[src/inc/pst_pkg.sv]
// Package with register map, field layout, reset values and carrier types of the pulse sequence timer
package pst_pkg;
	// Register address width and data width of the plain register port
	localparam int ADDR_W = 8;
	localparam int DATA_W = 24;
	localparam int CNT_W = 16;

	// Register offsets
	localparam logic [7:0] OFS_AMB1_CONV_START = 8'h13;
	localparam logic [7:0] OFS_AMB1_CONV_END = 8'h14;
	localparam logic [7:0] OFS_ADC_RST0_START = 8'h15;
	localparam logic [7:0] OFS_ADC_RST0_END = 8'h16;
	localparam logic [7:0] OFS_ADC_RST1_START = 8'h17;
	localparam logic [7:0] OFS_ADC_RST1_END = 8'h18;
	localparam logic [7:0] OFS_ADC_RST2_START = 8'h19;
	localparam logic [7:0] OFS_ADC_RST2_END = 8'h1A;
	localparam logic [7:0] OFS_ADC_RST3_START = 8'h1B;
	localparam logic [7:0] OFS_ADC_RST3_END = 8'h1C;
	localparam logic [7:0] OFS_REP_PERIOD = 8'h1D;
	localparam logic [7:0] OFS_CONTROL = 8'h1E;
	localparam logic [7:0] OFS_SPARE = 8'h1F;
	localparam logic [7:0] OFS_STATUS = 8'h30;

	// Count register bank: contiguous from the first offset, index is offset minus base
	localparam int NUM_CNT = 11;
	localparam int IDX_AMB1_START = 0;
	localparam int IDX_AMB1_END = 1;
	localparam int IDX_RST_BASE = 2;
	localparam int IDX_REP_PERIOD = 10;
	localparam logic [7:0] CNT_BASE_OFS = OFS_AMB1_CONV_START;

	// Control register field positions
	localparam int CTRL_SEL_LSB = 9;
	localparam int CTRL_SEL_MSB = 11;
	localparam int CTRL_EN_BIT = 8;
	localparam int CTRL_ONE_BIT = 1;

	// Values after reset
	localparam logic [15:0] CNT_RESET = 16'h0000;
	localparam logic [2:0] SEL_RESET = 3'h0;
	localparam logic [23:0] SPARE_RESET = 24'h000000;

	// Timebase: an enable pulse at TB_KHZ derived from REF_KHZ by a phase accumulator
	localparam int REF_KHZ = 50000;
	localparam int TB_KHZ = 4000;
	localparam int ACC_W = 16;

	// Diagnostic pin selector codes
	typedef enum logic [2:0] {
		SEL_SAMPLE = 3'b000,
		SEL_LED_PULSE = 3'b001,
		SEL_AMB_SAMPLE = 3'b010,
		SEL_CONVERT = 3'b011,
		SEL_AMB_CONVERT = 3'b100
	} diag_sel_t;

	// Phase signals toward the analog front end
	typedef struct packed {
		logic amb1_convert;
		logic [3:0] adc_reset;
	} phase_t;

	// Per-emitter phase signals made elsewhere in the engine
	typedef struct packed {
		logic sample;
		logic led_pulse;
		logic amb_sample;
		logic convert;
		logic amb_convert;
	} side_src_t;

	typedef struct packed {
		side_src_t led2;
		side_src_t led1;
	} diag_src_t;
endpackage

[src/logic/tb_tick_gen.sv]
// Timebase enable generator: one-cycle pulses at the timebase rate from the reference clock
`timescale 1ns/1ns
`default_nettype none
module tb_tick_gen #(
	parameter int REF_KHZ = pst_pkg::REF_KHZ,
	parameter int TB_KHZ = pst_pkg::TB_KHZ
) (
	input wire logic ref_clk,
	input wire logic rstn,
	output logic tick_q
);
	localparam logic [pst_pkg::ACC_W-1:0] STEP = pst_pkg::ACC_W'(TB_KHZ);
	localparam logic [pst_pkg::ACC_W-1:0] MODULUS = pst_pkg::ACC_W'(REF_KHZ);

	logic [pst_pkg::ACC_W-1:0] acc_q;

	// Phase accumulator: exact average rate even when the ratio is not whole
	always_ff @(posedge ref_clk) begin
		if (!rstn) begin
			acc_q <= '0;
			tick_q <= 1'b0;
		end else if (acc_q >= MODULUS - STEP) begin
			acc_q <= acc_q - (MODULUS - STEP);
			tick_q <= 1'b1;
		end else begin
			acc_q <= acc_q + STEP;
			tick_q <= 1'b0;
		end
	end
endmodule
`default_nettype wire

[src/logic/phase_window.sv]
// One programmable phase window: active from the start count up to the end count
`timescale 1ns/1ns
`default_nettype none
module phase_window #(
	parameter int CNT_W = pst_pkg::CNT_W
) (
	input wire logic ref_clk,
	input wire logic rstn,
	input wire logic run,
	input wire logic [CNT_W-1:0] count,
	input wire logic [CNT_W-1:0] start_cnt,
	input wire logic [CNT_W-1:0] end_cnt,
	output logic active_q
);
	// Half-open window; an end at or below the start gives no pulse at all
	always_ff @(posedge ref_clk) begin
		if (!rstn) begin
			active_q <= 1'b0;
		end else begin
			active_q <= run && (count >= start_cnt) && (count < end_cnt);
		end
	end
endmodule
`default_nettype wire

[src/logic/pulse_sequence_timer_regs.sv]
// Pulse sequence timer: register bank, period counter, phase windows and diagnostic pin mux
//
// How it works
// RL1: Ambient-1 convert phase ends when the period counter reaches its end count.
// RL2: ADC reset 0 phase runs from its start to end count; both reset to zero.
// RL3: ADC reset 1 phase runs from its own start count to its end count.
// RL4: ADC reset 2 phase runs from its own start count to its end count.
// RL5: ADC reset 3 phase runs from start to end count; both zero after reset.
// RL6: Software writes zeros above bit 15 of every count register.
// RL7: Period counter wraps at the programmed repetition count of timebase cycles.
// RL8: Software keeps the repetition count between 800 and 64000.
// RL9: Control holds selector in bits 11..9, enable in bit 8, bit 1 reads one.
// RL10: Selector routes emitter-2 to photodiode pin, emitter-1 to emitter pin; 101-111 nothing.
// RL11: Software keeps the spare register all zero.
// RL12: With enable clear counter and phases stay idle; setting it counts from zero.
`timescale 1ns/1ns
`default_nettype none
module pulse_sequence_timer_regs #(
	parameter int CNT_W = pst_pkg::CNT_W,
	parameter int REF_KHZ = pst_pkg::REF_KHZ,
	parameter int TB_KHZ = pst_pkg::TB_KHZ
) (
	input wire logic ref_clk,
	input wire logic rstn,
	input wire logic [pst_pkg::ADDR_W-1:0] reg_addr,
	input wire logic [pst_pkg::DATA_W-1:0] reg_wdata,
	input wire logic reg_wr,
	input wire logic reg_rd,
	output logic [pst_pkg::DATA_W-1:0] reg_rdata,
	input wire pst_pkg::diag_src_t diag_src,
	output pst_pkg::phase_t phases,
	output logic [CNT_W-1:0] period_count,
	output logic photodiode_alarm_pin,
	output logic emitter_alarm_pin
);
	// Count register bank, addressed by index
	logic [CNT_W-1:0] cnt_regs_q [pst_pkg::NUM_CNT];
	logic [2:0] diag_pin_selector_q;
	logic timer_enable_bit_q;
	logic [pst_pkg::DATA_W-1:0] spare_reserved_q;
	logic [pst_pkg::DATA_W-1:0] rdata_q;
	logic [CNT_W-1:0] cnt_q;
	logic tick;
	logic amb1_active;
	logic [3:0] rst_active;
	logic pd_alarm_q;
	logic em_alarm_q;
	logic [7:0] cnt_idx;
	logic cnt_hit;
	logic [CNT_W-1:0] rep_period;
	logic [CNT_W-1:0] wrap_at;

	// Bank decode: offsets of the count registers are contiguous
	assign cnt_idx = reg_addr - pst_pkg::CNT_BASE_OFS;
	assign cnt_hit = (reg_addr >= pst_pkg::CNT_BASE_OFS) && (cnt_idx < 8'(pst_pkg::NUM_CNT));
	assign rep_period = cnt_regs_q[pst_pkg::IDX_REP_PERIOD];
	// Last count of the period; a zero period degenerates to a counter stuck at zero
	assign wrap_at = (rep_period == '0) ? '0 : rep_period - CNT_W'(1);

	// Count register writes; the upper byte is dropped so it always reads zero
	always_ff @(posedge ref_clk) begin
		if (!rstn) begin
			for (int i = 0; i < pst_pkg::NUM_CNT; i++) begin
				cnt_regs_q[i] <= pst_pkg::CNT_RESET; // RL2 RL5
			end
		end else if (reg_wr && cnt_hit) begin
			cnt_regs_q[cnt_idx[3:0]] <= reg_wdata[CNT_W-1:0]; // RL6
		end
	end

	// Control register: selector and enable are the only stored fields
	always_ff @(posedge ref_clk) begin
		if (!rstn) begin
			diag_pin_selector_q <= pst_pkg::SEL_RESET;
			timer_enable_bit_q <= 1'b0;
		end else if (reg_wr && reg_addr == pst_pkg::OFS_CONTROL) begin
			diag_pin_selector_q <= reg_wdata[pst_pkg::CTRL_SEL_MSB:pst_pkg::CTRL_SEL_LSB]; // RL9
			timer_enable_bit_q <= reg_wdata[pst_pkg::CTRL_EN_BIT]; // RL9
		end
	end

	// Spare register is stored as written so software can read back what it left there
	always_ff @(posedge ref_clk) begin
		if (!rstn) begin
			spare_reserved_q <= pst_pkg::SPARE_RESET;
		end else if (reg_wr && reg_addr == pst_pkg::OFS_SPARE) begin
			spare_reserved_q <= reg_wdata; // RL11
		end
	end

	// Read data in the cycle after the strobe; unmapped offsets read zero
	always_ff @(posedge ref_clk) begin
		if (!rstn) begin
			rdata_q <= '0;
		end else if (reg_rd) begin
			if (cnt_hit) begin
				rdata_q <= pst_pkg::DATA_W'(cnt_regs_q[cnt_idx[3:0]]);
			end else if (reg_addr == pst_pkg::OFS_CONTROL) begin
				rdata_q <= '0;
				rdata_q[pst_pkg::CTRL_SEL_MSB:pst_pkg::CTRL_SEL_LSB] <= diag_pin_selector_q; // RL9
				rdata_q[pst_pkg::CTRL_EN_BIT] <= timer_enable_bit_q;
				rdata_q[pst_pkg::CTRL_ONE_BIT] <= 1'b1;
			end else if (reg_addr == pst_pkg::OFS_SPARE) begin
				rdata_q <= spare_reserved_q;
			end else if (reg_addr == pst_pkg::OFS_STATUS) begin
				rdata_q <= pst_pkg::DATA_W'(cnt_q);
			end else begin
				rdata_q <= '0;
			end
		end
	end

	// Timebase enable pulse
	tb_tick_gen #(
		.REF_KHZ(REF_KHZ),
		.TB_KHZ(TB_KHZ)
	) u_tick (
		.ref_clk(ref_clk),
		.rstn(rstn),
		.tick_q(tick)
	);

	// Period counter: held at zero while disabled, so enabling always starts a fresh period
	always_ff @(posedge ref_clk) begin
		if (!rstn) begin
			cnt_q <= '0;
		end else if (!timer_enable_bit_q) begin
			cnt_q <= '0; // RL12
		end else if (tick) begin
			if (cnt_q >= wrap_at) begin
				cnt_q <= '0; // RL7
			end else begin
				cnt_q <= cnt_q + CNT_W'(1);
			end
		end
	end

	// Ambient-1 convert window
	phase_window #(
		.CNT_W(CNT_W)
	) u_amb1 (
		.ref_clk(ref_clk),
		.rstn(rstn),
		.run(timer_enable_bit_q),
		.count(cnt_q),
		.start_cnt(cnt_regs_q[pst_pkg::IDX_AMB1_START]),
		.end_cnt(cnt_regs_q[pst_pkg::IDX_AMB1_END]),
		.active_q(amb1_active)
	); // RL1

	// Four ADC reset windows, start and end registers sit pairwise in the bank
	for (genvar g = 0; g < 4; g++) begin : g_rst
		phase_window #(
			.CNT_W(CNT_W)
		) u_rst (
			.ref_clk(ref_clk),
			.rstn(rstn),
			.run(timer_enable_bit_q),
			.count(cnt_q),
			.start_cnt(cnt_regs_q[pst_pkg::IDX_RST_BASE + 2 * g]),
			.end_cnt(cnt_regs_q[pst_pkg::IDX_RST_BASE + 2 * g + 1]),
			.active_q(rst_active[g])
		); // RL2 RL3 RL4 RL5
	end

	// Diagnostic pins; idle low for the unused selector codes
	always_ff @(posedge ref_clk) begin
		if (!rstn) begin
			pd_alarm_q <= 1'b0;
			em_alarm_q <= 1'b0;
		end else begin
			case (diag_pin_selector_q)
				pst_pkg::SEL_SAMPLE: begin
					pd_alarm_q <= diag_src.led2.sample; // RL10
					em_alarm_q <= diag_src.led1.sample;
				end
				pst_pkg::SEL_LED_PULSE: begin
					pd_alarm_q <= diag_src.led2.led_pulse;
					em_alarm_q <= diag_src.led1.led_pulse;
				end
				pst_pkg::SEL_AMB_SAMPLE: begin
					pd_alarm_q <= diag_src.led2.amb_sample;
					em_alarm_q <= diag_src.led1.amb_sample;
				end
				pst_pkg::SEL_CONVERT: begin
					pd_alarm_q <= diag_src.led2.convert;
					em_alarm_q <= diag_src.led1.convert;
				end
				pst_pkg::SEL_AMB_CONVERT: begin
					// Emitter-1 ambient convert is this block's own window
					pd_alarm_q <= diag_src.led2.amb_convert;
					em_alarm_q <= amb1_active;
				end
				default: begin
					pd_alarm_q <= 1'b0; // RL10
					em_alarm_q <= 1'b0;
				end
			endcase
		end
	end

	assign reg_rdata = rdata_q;
	assign phases.amb1_convert = amb1_active;
	assign phases.adc_reset = rst_active;
	assign period_count = cnt_q;
	assign photodiode_alarm_pin = pd_alarm_q;
	assign emitter_alarm_pin = em_alarm_q;
endmodule
`default_nettype wire

[config.mk]
export PLATFORM = sky130hd
export DESIGN_NAME = pulse_sequence_timer_regs
export DESIGN_NICKNAME = d
export VERILOG_FILES = /design/src/inc/pst_pkg.sv /design/src/logic/tb_tick_gen.sv /design/src/logic/phase_window.sv /design/src/logic/pulse_sequence_timer_regs.sv
export SDC_FILE = /design/constraint.sdc
export NUM_CORES = 1
export LEC_CHECK = 0
export BUFFER_PORTS_ARGS = -buffer_cell sky130_fd_sc_hd__clkbuf_2
export CORE_AREA = 2 2 209 211
export CTS_BUF_LIST = sky130_fd_sc_hd__clkbuf_8
export DETAILED_ROUTE_END_ITERATION = 6
export DIE_AREA = 0 0 211 213
export RECOVER_POWER = 100
export SLEW_MARGIN = 20
export SYNTH_ARGS = -nofsm -noshare
export SYNTH_HDL_FRONTEND = slang
export SYNTH_SLANG_ARGS = --single-unit
[constraint.sdc]
create_clock -name ref_clk -period 4.6 [get_ports ref_clk]
set_clock_uncertainty 0.1 [all_clocks]
set_input_delay 0.23 -clock ref_clk [delete_from_list [all_inputs] [get_ports ref_clk]]
set_output_delay 0.23 -clock ref_clk [all_outputs]
set_load 0.03 [all_outputs]
==> results_dict.tcl <==
set metrics [dict create \
    postCtsSetupBuffers 0 \
    synth_enable_flop_cells 240 \
    synth.yosys.warnings 0 \
    dieWidth_um 211 \
    synth_top_family_by_area "simple AND/OR/NAND/NOR gates" \
    fmax_mhz 236 \
    grt_first_pass_wirelength_mm 86.4 \
    synthesis.area_per_instance_sq_um 11.1 \
    rsz0062_at_grt "no" \
    cp-end-kind "flip-flop" \
    holdPathStages 2 \
    fp-row-count 76 \
    reg2reg_depth 14 \
    grt_util_met2 0.411 \
    drt_drc_violations_left 0 \
    hpwlAfterDp_mm 40.4 \
    grt_use_met3 0.0477 \
    async_flop_share 0 \
    globalRouteTotalUtil 0.261 \
    grt_pass1_vias 14200 \
    grt_remaining_overflow 0 \
    number_of_antenna_violations_at_the_first_check_in_global_routing 4 \
    timing.max_cap.violations 2 \
    timing_hold_violations_final 0 \
    synth-compound-area-share 0.0947 \
    cts.clk_slew.worst_paths_ns 0.06 \
    min_period_ns 4.24 \
    synthAdderAreaFrac 0.118 \
    path_class "in -> reg" \
    cts_tree "yes" \
    globalRoute.busiestLayer "met2" \
    sink_count_of_the_clock_tree 344 \
    maximum_root_to_sink_buffer_count 3 \
    synth-simple-area-share 0.132 \
    worst_slew_margin_rel -0.195 \
    largest_net_degree_at_the_start_of_global_routing 61 \
    synth_sequential_area_ratio 0.488 \
    die_y_um 213 \
    fraction_of_synthesized_cell_area_in_xor_and_xnor_cells 0.0161 \
    hold_path_class "in -> reg" \
    netlist_area_sq_um 19000 \
    clock_insertion_delay_worst_skew_ns 0.66 \
    port_buffers 91 \
    power_density_nw_per_um2 321 \
    synth.ff_latch_count 344 \
    drtPass1Iterations 5 \
    die_area_sq_um 44900 \
    number_of_buffers_created_by_cts 59 \
    worst_hold_margin_ns 0.0888 \
    drt.antenna.violating_nets 0 \
    violations_in_the_final_reports "max-capacitance violations, max-slew violations" \
    core-area_sq_um 42700 \
    gpl.final_weighted_congestion 0.931 \
    top_level_ports 93 \
    min_period_over_period 0.922 \
    worstMarginPinSlew_ns 1.77 \
    worst-endpoint-arrival_ns 4.47 \
    globalRouteMet1Util 0.350 \
    synthCells 1710 \
    required_ns 4.83 \
    power.leakage_nw 9.13 \
    cts-htree-levels 2 \
    layout.nets 2156 \
    detailroute.via_count 14400 \
    synth.distinct_cells 70 \
    crit_fanout 18 \
    areaGrowthSynthToFinish_pct 14.0 \
    cts_root_buf "sky130_fd_sc_hd__clkbuf_8" \
    postSynth.topFlopCell "sky130_fd_sc_hd__edfxtp_1" \
    ir_drop_mv 0.198 \
    avgRoutedWirePerCell_um 22.9 \
    first_iter_violations 1491 \
    final_max_slew_viol_count 34 \
    run_status "finished with violations" \
    synth_mux_area_frac 0.0958 \
    route.final.wire_length_mm 57.9 \
    vias_per_cell 5.70 \
    finalSetupViolations 0 \
    initial_core_util 0.445 \
    cp-start-kind "input port" \
    timing.setup.tns_ns 0 \
    drive_gt1_frac 0.128 \
]
## critical path, cell delays in order
cell and delay (ns):
sky130_fd_sc_hd__clkbuf_1 0.20, sky130_fd_sc_hd__inv_1 0.27, sky130_fd_sc_hd__ha_1 0.32, sky130_fd_sc_hd__nand2b_1 0.15, sky130_fd_sc_hd__a221o_1 0.34, sky130_fd_sc_hd__nor2_1 1.23, sky130_fd_sc_hd__buf_4 0.45, sky130_fd_sc_hd__nand3_1 0.69
sky130_fd_sc_hd__nand2_1 0.25, sky130_fd_sc_hd__buf_4 0.30
## Yosys cell counts (all sizes together), types with 6 or more instances
cell / instances / share of area
a21o: 34 / 0.013
edfxtp: 240 / 0.38
nand2b: 18 / 0.0059
xor2: 19 / 0.0087
o211ai: 7 / 0.0028
a31oi: 6 / 0.0020
buf: 34 / 0.012
ha: 180 / 0.12
and3: 9 / 0.0030
dfxtp: 104 / 0.11
a21oi: 106 / 0.028
nor2: 215 / 0.043
nor4: 10 / 0.0033
xnor2: 16 / 0.0074
nand2: 153 / 0.031
nor2b: 21 / 0.0069
mux2i: 10 / 0.0053
o22a: 8 / 0.0037
nand3: 37 / 0.013
a22oi: 23 / 0.0091
a211oi: 17 / 0.0067
inv: 178 / 0.035
clkbuf: 38 / 0.0075
o31ai: 12 / 0.0047
nand4: 27 / 0.010
o21ai: 39 / 0.010
nor3: 11 / 0.0029
mux4: 76 / 0.090
## cell type report
cell class | count | area (sq um)
Fill cell | 3899 | 21000
Clock buffer | 61 | 840
Inverter | 179 | 672
Antenna cell | 1 | 2.50
Timing Repair Buffer | 168 | 998
Clock inverter | 48 | 284
Multi-Input combinational cell | 1178 | 8920
Tap cell | 546 | 683
Sequential cell | 344 | 9290
## report_power, final
group          switching [W]  internal, W  leakage, nW
registers          0.0000787      0.00343         3.08
logic               0.000429     0.000302         5.40
clock network        0.00132      0.00140        0.652
total                0.00183      0.00513         9.13
## worst paths after layout
| path | startpoint | slack [ns] | endpoint |
|---|---|---|---|
| worst max-delay path | reg_addr[0] | 0.36 | cnt_regs_q[5][15] |
| worst max register to register | cnt_regs_q[10][6] | 0.60 | period_count[14] |
| worst min-delay path | rstn | 0.09 | u_tick.acc_q[15] |
| worst min register to register | spare_reserved_q[16] | 0.36 | spare_reserved_q[16] |
## sequential cells by signal, summed over array words and instances, names as in the netlist
register	count
u_tick.acc_q	12
u_amb1.active_q	1
cnt_regs_q	256
spare_reserved_q	24
timer_enable_bit_q	1
u_tick.tick_q	1
diag_pin_selector_q	3
g_rst.u_rst.active_q	4
period_count	16
emitter_alarm_pin	1
photodiode_alarm_pin	1
reg_rdata	24
## timing repair
action	in CTS	in global routing
setup endpoints to repair	0	12
hold buffers	31	0
hold endpoints to repair	43	0
gates resized for setup	0	2
## cell families (layout without fill, tap and decap cells)
kind of cell               after synthesis  in the layout
xor gates and xnor gates                35             35
and+or+nand+nor                        530            530
AOI/OAI and AO/OA                      282            282
muxes                                   87             87
buffers and inverters                  251            456
DFF                                    344            344
other                                    1             65
adders and majority gates              180            180
## layer usage
metal	vias up	part of all wire	wire length [um]
met5	-	0.00022	13
met4	2	0.048	2790
met3	134	0.086	4970
met2	617	0.45	26000
met1	7075	0.42	24100
li1	6561	-	-
## placed cells by master (no fill, tap or decap), drive strengths merged, types with 6 or more instances in the layout
master and instances:
nor2 215, clkinv 21, dfxtp 104, and3 9, xnor2 16, o31ai 12, buf 24, a21oi 106
a22oi 23, a21o 34, mux4 76, nand3 37, nor2b 21, o21ai 39, inv 200, nor4 10
a211oi 17, nand2 153, conb 64, dlygate4sd3 31, ha 180, o211ai 7, nor3 11, edfxtp 240
o22a 8, xor2 19, clkbuf 174, nand2b 18, a31oi 6, mux2i 10, nand4 27
## per-stage QoR
step                 util  cell area [sq um]  setup slack, ns  std cells  total power, W
floorplan               -              19300            0.659       1773         0.00402
global placement    0.478              20400            0.455       2384         0.00427
detailed placement  0.478              20400            0.441       2384         0.00428
CTS                 0.512              21900            0.411       2524         0.00700
global route        0.508              21700            0.210       2524         0.00720
finish              0.508              21700            0.359       2525         0.00696
(Power assumes the default switching activity.)
